**src/verilog/sleep_pkg.sv**
```systemverilog
/*
  Package for the sleep mode controller: register map, field layout, mode
  codes, wake timing and the packed structs that carry grouped signals.
  Assumes a single 25 MHz system clock and an AHB-Lite register bus.
*/
package sleep_pkg;

  localparam logic [31:0] SLEEP_CONTROL_ADDR = 32'h0000_0000;
  localparam logic [31:0] SLEEP_STATUS_ADDR  = 32'h0000_0004;

  localparam int ARM_BIT  = 0;
  localparam int MODE_LSB = 1;
  localparam int MODE_MSB = 3;

  localparam logic [7:0] SLEEP_CONTROL_RESET = 8'h00;
  localparam logic [7:0] CONTROL_WRITE_MASK  = 8'h0f;

  localparam logic [2:0] MODE_IDLE       = 3'h0;
  localparam logic [2:0] MODE_POWER_DOWN = 3'h2;
  localparam logic [2:0] MODE_POWER_SAVE = 3'h3;
  localparam logic [2:0] MODE_STANDBY    = 3'h6;
  localparam logic [2:0] MODE_EXT_STANDBY = 3'h7;

  localparam int          IRQ_HALT_CYCLES = 4;
  localparam logic [3:0]  IRQ_HALT_COUNT  = 4'(IRQ_HALT_CYCLES);
  localparam int          STANDBY_WAKE_CYCLES = 6;
  localparam logic [15:0] STANDBY_WAKE_COUNT  = 16'(STANDBY_WAKE_CYCLES);

  localparam logic [1:0] HTRANS_NONSEQ = 2'h2;
  localparam logic [1:0] HRESP_OKAY    = 2'h0;

  typedef enum logic [2:0] {
    st_run,
    st_asleep,
    st_restart,
    st_halt
  } sleep_state_t;

  // Wake sources as they arrive at the controller, before its two-flop synchroniser.
  typedef struct packed {
    logic       ext_reset;
    logic       wdt_reset;
    logic       bod_reset;
    logic       twi_addr_match;
    logic [3:0] upper_external_irq_lines;
    logic [3:0] upper_level_mode;
    logic [3:0] lower_external_irq_lines;
    logic       pin_change_irq;
    logic       usb_wake_irq;
    logic       usb_sync_irq;
    logic       other_io_irq;
  } wake_src_t;

  typedef struct packed {
    logic cpu_clock_en;
    logic flash_clock_en;
    logic io_clock_en;
    logic osc_en;
  } clock_gate_t;

endpackage

```
**src/verilog/sleep_mode_controller.sv**
```systemverilog
/*
  Sleep mode controller: arms sleep from the control register, gates the
  clock domains on a sleep instruction and wakes the core on mode-dependent
  sources. Assumes wake sources come from other clock domains or pins and
  are synchronised here; the restart delay comes from the clock-select fuses.
  Assumes the core raises sleep_instr for the cycle in which it executes the
  sleep instruction and stops fetching while cpu_halted is high. Assumes the
  clock gates downstream act on the enables here without further delay, and
  that clk itself keeps running, since this block must see its wake sources.
*/
// The AHB-Lite interface to the registers and the address map were left to the implementer.
// What this block does
// - Sleep only when armed and sleep executed
// - Mode field bits three to one
// - Bits seven to four read zero
// - Interrupt wake halts four extra cycles
// - Register file and memory kept across sleep
// - Reset during sleep restarts at reset vector
// - Idle stops only CPU and flash clocks
// - Idle wakes on all interrupts
// - Power-down stops oscillator and generated clocks
// - Power-down wakes only on listed sources
// - Power-down wake waits fuse restart delay
// - Power-save equals power-down
// - Standby keeps oscillator, wakes in six cycles
// - Extended standby equals standby
// - USB wake irq wakes every mode
module sleep_mode_controller
  import sleep_pkg::*;
(
  input  wire logic        clk,
  input  wire logic        reset_n,
  input  wire logic        hsel,
  input  wire logic [31:0] haddr,
  input  wire logic [1:0]  htrans,
  input  wire logic        hwrite,
  input  wire logic [2:0]  hsize,
  input  wire logic [31:0] hwdata,
  input  wire logic        hready,
  output logic      [31:0] hrdata,
  output logic             hreadyout,
  output logic      [1:0]  hresp,
  input  wire logic        sleep_instr,
  input  wire logic        crystal_selected,
  input  wire logic [15:0] restart_delay_cycles,
  input  wire wake_src_t   wake_in,
  output clock_gate_t      clocks,
  output logic             cpu_halted,
  output logic             wake_irq_pending,
  output logic             wake_by_reset
);

  sleep_state_t state;
  wake_src_t    wake_meta;
  wake_src_t    wake_sync;
  logic [7:0]   sleep_control_reg;
  logic [2:0]   mode;
  logic [2:0]   sleep_mode;
  logic [15:0]  count;
  logic         wr_pending;
  logic         rd_pending;
  logic [31:0]  addr_q;
  logic         irq_wake;
  logic         reset_wake;
  logic         deep;

  // Wake terms split by whether they survive a stopped I/O clock.
  logic         upper_level_wake;
  logic         upper_edge_wake;
  logic         lower_wake;
  logic         async_wake;
  logic         clocked_wake;
  logic         bus_addr_phase;

  // A mode is accepted only if its code is defined; the standby pair also
  // needs the crystal, so a standby request with another clock source is
  // ignored rather than leaving the core asleep with nothing to wake it.

  function automatic logic mode_valid(input logic [2:0] m, input logic xtal);
    case (m)
      MODE_IDLE, MODE_POWER_DOWN, MODE_POWER_SAVE: mode_valid = 1'b1;
      MODE_STANDBY, MODE_EXT_STANDBY:              mode_valid = xtal;
      default:                                     mode_valid = 1'b0;
    endcase
  endfunction

  // The standby pair are the only deep modes in which the oscillator runs,
  // which is what buys them their short restart.
  function automatic logic keeps_osc(input logic [2:0] m);
    keeps_osc = (m == MODE_STANDBY) || (m == MODE_EXT_STANDBY);
  endfunction

  // The mode field is sampled at sleep entry and held in sleep_mode, so a
  // write during sleep cannot change how the block wakes.
  assign mode = sleep_control_reg[MODE_MSB:MODE_LSB];

  // Every wake source crosses two flops before any logic reads it.
  // This costs two cycles of wake latency but keeps a source that changes
  // near the clock edge from splitting the sequencer's decision. A level
  // source must therefore be held across at least one rising clock edge to be seen.
  always_ff @(posedge clk or negedge reset_n) begin
    if (!reset_n) begin
      wake_meta <= '0;
      wake_sync <= '0;
    end else begin
      wake_meta <= wake_in;
      wake_sync <= wake_meta;
    end
  end

  // Any of the three reset sources wakes every mode and wins over an
  // interrupt that arrives in the same cycle.
  assign reset_wake = wake_sync.ext_reset | wake_sync.wdt_reset | wake_sync.bod_reset;
  assign deep       = (sleep_mode != MODE_IDLE);

  // Upper lines count in deep sleep only where set up as level interrupts:
  // their edge detectors run on the I/O clock, which is stopped there.
  assign upper_level_wake = |(wake_sync.upper_external_irq_lines & wake_sync.upper_level_mode);
  assign upper_edge_wake  = |wake_sync.upper_external_irq_lines;
  assign lower_wake       = |wake_sync.lower_external_irq_lines;

  // Sources that run without a generated clock and so work in every mode.
  assign async_wake = wake_sync.usb_wake_irq
                    | wake_sync.twi_addr_match
                    | lower_wake
                    | wake_sync.pin_change_irq
                    | upper_level_wake;

  // Sources that need the I/O clock and so are heard in idle only.
  assign clocked_wake = upper_edge_wake
                      | wake_sync.usb_sync_irq
                      | wake_sync.other_io_irq;

  // Power-save shares the power-down source set; the standby pair differs
  // from them only in the oscillator, so one deep set serves all four.
  always_comb begin
    if (deep) begin
      irq_wake = async_wake;
    end else begin
      irq_wake = async_wake | clocked_wake;
    end
  end

  // AHB-Lite slave with zero wait states; unmapped addresses read zero.
  // Every register answers in one cycle, so no wait state is ever needed
  // and no error response exists; hsize is ignored because each register
  // owns a whole word.
  assign hreadyout = 1'b1;
  assign hresp     = HRESP_OKAY;

  // An accepted address phase of either direction.
  assign bus_addr_phase = hready && hsel && (htrans == HTRANS_NONSEQ);

  always_ff @(posedge clk or negedge reset_n) begin
    if (!reset_n) begin
      wr_pending <= 1'b0;
      rd_pending <= 1'b0;
      addr_q     <= '0;
    end else if (hready) begin
      wr_pending <= bus_addr_phase && hwrite;
      rd_pending <= bus_addr_phase && !hwrite;
      addr_q     <= haddr;
    end
  end

  // Write data arrive in the data phase, one cycle after the address, so
  // the write lands at the end of that phase. The reserved upper nibble is
  // masked at the write so that it can never read back as one.
  always_ff @(posedge clk or negedge reset_n) begin
    if (!reset_n) begin
      sleep_control_reg <= SLEEP_CONTROL_RESET;
    end else if (wr_pending && addr_q == SLEEP_CONTROL_ADDR) begin
      sleep_control_reg <= hwdata[7:0] & CONTROL_WRITE_MASK;
    end
  end

  always_ff @(posedge clk or negedge reset_n) begin
    if (!reset_n) begin
      hrdata <= '0;
    // Read data are captured at the address phase and stand through the data
    // phase; a read right after a write to the same register sees the old
    // value because the write has not landed yet.
    end else if (bus_addr_phase && !hwrite) begin
      case (haddr)
        SLEEP_CONTROL_ADDR: hrdata <= {24'h00_0000, sleep_control_reg};
        SLEEP_STATUS_ADDR:  hrdata <= {26'h000_0000, wake_by_reset, wake_irq_pending,
                                       cpu_halted, sleep_mode};
        default:            hrdata <= '0;
      endcase
    end
  end

  // Sleep sequencer. The register file and memory are never touched here:
  // only clocks stop, so their contents survive any sleep period.
  always_ff @(posedge clk or negedge reset_n) begin
    if (!reset_n) begin
      state            <= st_run;
      sleep_mode       <= MODE_IDLE;
      count            <= '0;
      wake_irq_pending <= 1'b0;
      wake_by_reset    <= 1'b0;
    end else begin
      case (state)
        // The arm bit is left as written: software is expected to clear it
        // after waking, and clearing it here would hide a missed clear.
        st_run: begin
          if (sleep_instr && sleep_control_reg[ARM_BIT]
              && mode_valid(mode, crystal_selected)) begin
            state            <= st_asleep;
            sleep_mode       <= mode;
            wake_irq_pending <= 1'b0;
            wake_by_reset    <= 1'b0;
          end
        end
        // The restart count is chosen by mode: idle keeps its clocks and
        // needs none, the standby pair has a running oscillator, and the
        // remaining deep modes wait out the fuse-selected start-up delay.
        st_asleep: begin
          if (reset_wake || irq_wake) begin
            wake_by_reset    <= reset_wake;
            wake_irq_pending <= !reset_wake;
            state            <= st_restart;
            if (!deep) begin
              count <= 16'h0000;
            end else if (keeps_osc(sleep_mode)) begin
              count <= STANDBY_WAKE_COUNT;
            end else begin
              count <= restart_delay_cycles;
            end
          end
        end
        // A count of zero or one both mean a single restart cycle, so a fuse
        // value of zero cannot wrap the counter into a long stall.
        st_restart: begin
          if (count > 16'h0001) begin
            count <= count - 16'h0001;
          end else if (wake_by_reset) begin
            state <= st_run;
          end else begin
            count <= {12'h000, IRQ_HALT_COUNT};
            state <= st_halt;
          end
        end
        // Interrupt wakes only: the core stays halted for the fixed extra
        // cycles before it may service the interrupt.
        st_halt: begin
          if (count > 16'h0001) begin
            count <= count - 16'h0001;
          end else begin
            state <= st_run;
          end
        end
        default: state <= st_run;
      endcase
    end
  end

  // The core is held through sleep, restart and the extra halt cycles.
  assign cpu_halted = (state != st_run);

  // Idle stops CPU and flash only; deeper modes also stop I/O, and the
  // oscillator stays on only in the standby pair. The I/O clock and oscillator
  // restart during the restart count so the oscillator can settle; CPU and flash stay gated until the core runs.
  always_comb begin
    clocks.cpu_clock_en   = 1'b1;
    clocks.flash_clock_en = 1'b1;
    clocks.io_clock_en    = 1'b1;
    clocks.osc_en         = 1'b1;
    if (state == st_asleep) begin
      clocks.cpu_clock_en   = 1'b0;
      clocks.flash_clock_en = 1'b0;
      if (deep) begin
        clocks.io_clock_en = 1'b0;
        clocks.osc_en      = keeps_osc(sleep_mode);
      end
    end else if (state != st_run) begin
      clocks.cpu_clock_en   = 1'b0;
      clocks.flash_clock_en = 1'b0;
    end
  end

endmodule // sleep_mode_controller

```
**config.mk**
```make
export PLATFORM = sky130hd
export DESIGN_NAME = sleep_mode_controller
export DESIGN_NICKNAME = d
export VERILOG_FILES = /design/src/verilog/sleep_pkg.sv /design/src/verilog/sleep_mode_controller.sv
export SDC_FILE = /design/constraint.sdc
export NUM_CORES = 1
export LEC_CHECK = 0
export ABC_AREA = 1
export BUFFER_PORTS_ARGS = -buffer_cell sky130_fd_sc_hd__buf_2
export CAP_MARGIN = 0
export CORE_ASPECT_RATIO = 0.6
export CORE_MARGIN = 1
export CORE_UTILIZATION = 55
export DETAILED_ROUTE_END_ITERATION = 7
export PLACE_DENSITY_LB_ADDON = 0.3
export SKIP_CTS_REPAIR_TIMING = 1
export SYNTH_ARGS = -nofsm -noshare
export SYNTH_HDL_FRONTEND = slang
export SYNTH_SLANG_ARGS = --single-unit
```
**constraint.sdc**
```tcl
create_clock -name clk -period 4.56 [get_ports clk]
set_input_delay 0.228 -clock clk [delete_from_list [all_inputs] [get_ports clk]]
set_output_delay 0.228 -clock clk [all_outputs]
set_load 0.05 [all_outputs]
```
Word-level counts from Yosys, hierarchy flattened
Index checks and enable logic that the tools add are counted.
{ "classes": {"n_addsub": 1, "n_mul": 0, "n_div": 0, "magnitude_cmp": 1, "eq_ne": 17, "shift": 0, "muxes": 26, "n_bitwise": 10, "reduce_logical": 28} }
{ "ops": {"columns": ["operator", "count"], "rows": [
  ["$mux 16", 6],
  ["$logic_not 32->1", 2],
  ["$pmux 16 s3", 1],
  ["$eq 32x3->1 const B", 1],
  ["$gt 16x1->1 const B", 1],
  ["$sub 16x1->16 const B", 1],
  ["$eq 3x2->1 const B", 4],
  ["$eq 3x3->1 const B", 4],
  ["$mux 3", 4],
  ["$pmux 3 s4", 1],
  ["$pmux 6 s2", 1],
  ["$reduce_or 4->1", 3],
  ["$mux 2", 5],
  ["$ne 2x2->1 const B", 5],
  ["$or 1x1->1", 9],
  ["$reduce_bool 3->1", 3],
  ["$reduce_and 4->1", 2],
  ["$logic_and 1x1->1", 7],
  ["$logic_not 3->1", 2],
  ["$pmux 1 s2", 3],
  ["$mux 1", 5],
  ["$and 4x4->4", 1],
  ["$eq 3x1->1 const B", 1],
  ["$ne 3x3->1 const B", 1],
  ["8 further kinds", 10]
]} }
{ "totals": {"register_bits": 133, "latchBits": 0, "mem_bits_rw": 0, "romBits": 0, "output_inout_bits": 42, "word_cells": 114, "mem_count": 0} }

Depth between registers and ports, before layout
{ "logic_depth": {"ltp_word": 9, "depth_mapped": 12, "depth_no_buf": 12} }

Worst setup path before layout
Ideal clock, no wire load.
{ "synth_path": {"path_kind": "flip-flop to flip-flop", "start": "reg state[0]", "end": "reg count[8]", "setup_time_ns": 0.115, "arrival_ns": 1.889, "t_required_ns": 4.445, "setup_slack_ns": 2.556, "stages_incl_launch_ff": 11, "path_buffers": 2, "path_cell_list": "dfrtp_1 buf_2 nor2_2 inv_2 nand3_1 nand2_2 nand2_4 inv_6 buf_12 nand2_2 nand2_2"} }
{ "synth_via": {"elab_chain_len": 3, "word_cells_on_any_way": 9, "cone_classes": "6 x eq/ne; 1 x mux; 2 x reduce/logical"} }
{ "synth_lines": {"columns": ["element", "line_no", "text"], "rows": [
  ["start: declaration", "sleep_mode_controller.sv:53", "sleep_state_t state;"],
  ["start signal: assignment", "sleep_mode_controller.sv:197", "state <= st_run;"],
  ["start signal: assignment", "sleep_mode_controller.sv:209", "state <= st_asleep;"],
  ["start signal: assignment", "sleep_mode_controller.sv:222", "state <= st_restart;"],
  ["$eq 3x2->1 / $eq 3x1->1 (equally long branches)", "sleep_mode_controller.sv:203", "case (state)"],
  ["$ne 3x3->1 (no source line) (tied with other cells)", null, null],
  ["$reduce_and 4->1 (no source line)", null, null],
  ["end signal: assignment", "sleep_mode_controller.sv:228", "count <= restart_delay_cycles;"],
  ["end signal: assignment", "sleep_mode_controller.sv:236", "count <= count - 16'h0001;"],
  ["end signal: assignment", "sleep_mode_controller.sv:240", "count <= {12'h000, IRQ_HALT_COUNT};"],
  ["end: declaration", "sleep_mode_controller.sv:59", "logic [15:0] count;"]
]} }
Parallel ways exist; a longest one is shown, timed or not.
A chain may end at the register's enable or synchronous reset.

==> run_results.csv <==
group,metric,value,unit
timing,final-hold-violation-count,0,
logic_synthesis,syn_inst,600,
logic_synthesis,syn_area_per_cell,8.245,sq um
clock_tree,cts_root_buf,"clkbuf_16",
final_layout,fillCellCount,712,
timing,fin_crit,2239,ps
final_layout,final_util,0.6816,
global_routing,antenna_found_initial,0,
final_layout,stdcell_area,5876,sq um
global_routing,grt_use_met1,0.2987,
run,cap_violations,0,
logic_synthesis,ys_seq_area_frac,0.5362,
placed_design,gp_congestion,0.8780,
power,clockPowerShare,0.294,
power,swShare,0.3450,
floorplanning,io_pins,154,
placed_design,hpwl,7.408,mm
final_layout,seqCellArea,2653,sq um
final_layout,drive_above_1_share,0.2025,
critical_path,critical_path_arrival,2010,ps
final_layout,regMostFlops,"addr_q",
timing,setup_viol_count_final,0,
floorplanning,start_util,0.5739,
clock_tree,clk_pin_slew,70,ps
critical_path,cp_max_fo,15,
status,outcome,"finished, final reports clean",
final_layout,largest_reg_flops,32,
final_layout,nets,825,
clock_tree,htreeDepth,3,
clock_tree,cts_buffer_depth,2,
drt,vias,3971,
drt,via_per_inst,4.796,
power,leakage,0.003098,uW
global_routing,grt_pass1_wl,16.29,mm
floorplanning,rows,26,
placed_design,place_inst,791,
placed_design,portBuffers,93,
power,powerDensity,442.6,nW/um^2
clock_tree,cts_tree,"built",
timing,tightest_slew,964.0,ps
critical_path,cp-start-kind,"flop",
timing,finalSetupTns,0,ps
global_routing,overflow,0,
final_layout,stdcell_count,828,
final_layout,multi_input_comb_area,1872,sq um
global_routing,top_usage_layer,"met2",
global_routing,met3_usage,0.06531,
drt,drt_pass1_iterations,5,
power,ir_worst_vdd,0.3168,mV
floorplanning,dieArea,9391,sq um
drt,wl_per_cell,12.25,um
power,power.switching,897.3,uW
power,internal_power,1703,uW
global_routing,grt_pass1_vias,3584,
timing,rsz0062_at_grt,"no",
floorplanning,core_area,8621,sq um
final_layout,area.growth.synth_to_final,18.77,%
timing,relSlewSlack,0.3538,
timing,drv_slew,0,
timing,timing.hold.ws,90.97,ps
global_routing,grt_start_max_net_pins,62,
global_routing,grt_use_met2,0.3499,
drt,finalWirelength,10.15,mm
timing,period_share,0.4910,
final_layout,top_regs,"addr_q (32), wake_meta (20), wake_sync (20)",
critical_path,crit_path_end_kind,"output port",
hold_path,hold_path.class,"in -> reg",
critical_path,cp_cell_sequence,"nand2_1, inv_1, nor3_2, nand2_1, buf_2",
clock_tree,insertion_delay,340,ps
drt,ant_nets,0,
floorplanning,die_x,124.4,um
drt,drc,0,
clock_tree,cts_sinks,106,
critical_path,timing.critical_path.mode_cell,"nand2_1",
logic_synthesis,ys_seq_elements,106,
power,power_frac_comb,0.248,
timing,fin_skew,5.417,ps
final_layout,final_common_cell,"nand2_1",
critical_path,slowest_stage,"nor3_2",
critical_path,path_class,"reg -> out",
timing,timing.fmax,0.4467,GHz
critical_path,cp.required,4330,ps
critical_path,cpPeakStageDelay,770,ps
final_layout,final_cell_mix,"nand2_1, dfrtp_1, buf_2, inv_1, nor2_1",
logic_synthesis,synth.cell_area,4947,sq um
floorplanning,die-height,75.47,um
logic_synthesis,yosysUniqueCellTypes,31,
logic_synthesis,yosys_warnings,0,
power,power_frac_seq,0.458,
clock_tree,cts_made_buffers,9,
final_layout,num_antenna_cells,0,
placed_design,placed_cell_area,5359,sq um
global_routing,track_usage,0.2209,
drt,drtIter0Drc,260,
-- critical path, delay by kind of cell, from the launching register on --
family                 cells  cell delay [ps]
DFF                        1              420
buffers and inverters      2              320
and+or+nand+nor            3              940
-- cells in the mapped netlist (all sizes together) --
master	count	area (sq um)
clkbuf	6	22.52
xnor2	5	43.79
o211ai	1	7.510
o21bai	1	7.510
inv	57	219.0
nand3	25	125.1
a22o	1	8.760
ha	2	25.02
dfrtp	106	2653
nor3b	2	15.01
o21ai	38	190.2
nor2	59	249.0
conb	2	7.510
nand3b	2	15.01
nand2	239	957.2
buf	36	282.8
nand4	8	50.05
o2111ai	1	8.760
xor2	2	17.52
nor3	6	35.03
o21a	1	7.510
-- power by group through the flow --
stage | Sequential [uW] | Combinational [uW] | Clock [uW]
after CTS | 1190 | 629 | 781
after global placement | 1200 | 596 | 0
after detailed placement | 1210 | 627 | 0
after floorplan | 1180 | 504 | 0
after global routing | 1210 | 737 | 825
final | 1190 | 644 | 765
-- through the flow --
step,worst slack (ps),total power (uW)
finish,2321,2601
global route,2098,2769
CTS,2295,2599
detailed placement,2470,1832
global placement,2538,1793
floorplan,2556,1682
-- cell families (layout without fill, tap and decap cells) --
| logic type | count (synthesis) | after routing | share of synthesized area |
|---|---|---|---|
| buffers and inverters | 99 | 188 | 0.1060 |
| adder cells (fa/ha/maj) | 2 | 2 | 0.005057 |
| AO/OA/AOI/OAI | 43 | 43 | 0.04654 |
| flip-flops | 106 | 106 | 0.5362 |
| AND/OR/NAND/NOR | 341 | 341 | 0.2924 |
| other | 2 | 29 | 0.001518 |
| XOR/XNOR | 7 | 7 | 0.01239 |
-- layer usage --
metal	up-vias	wire, um
met5	-	0
met4	0	177
met3	17	603
met2	147	4684
met1	1794	4681
li1	2013	-
-- final cells by class --
cell class | count | share of cell area
well taps | 112 | 0.02385
clock inverters | 6 | 0.01150
inverters | 57 | 0.03727
clock buffers | 10 | 0.04067
multi-input cells | 422 | 0.3186
flip-flops and latches | 106 | 0.4514
repair buffers | 115 | 0.1167
-- final timing paths --
check / from / endpoint / slack, ps / cells after the start
hold reg to reg: wake_meta[4] / wake_sync[4] / 350 / 0
hold / removal: hwdata[1] / sleep_control_reg[1] / 90 / 3
min in group asynchronous: reset_n / addr_q[13] / 460 / 2
setup reg to reg: count[0] / count[11] / 2750 / 11
max in group asynchronous: reset_n / addr_q[7] / 3010 / 3
setup / recovery: sleep_mode[2] / clocks[0] / 2320 / 5
(Power assumes the default switching activity.)
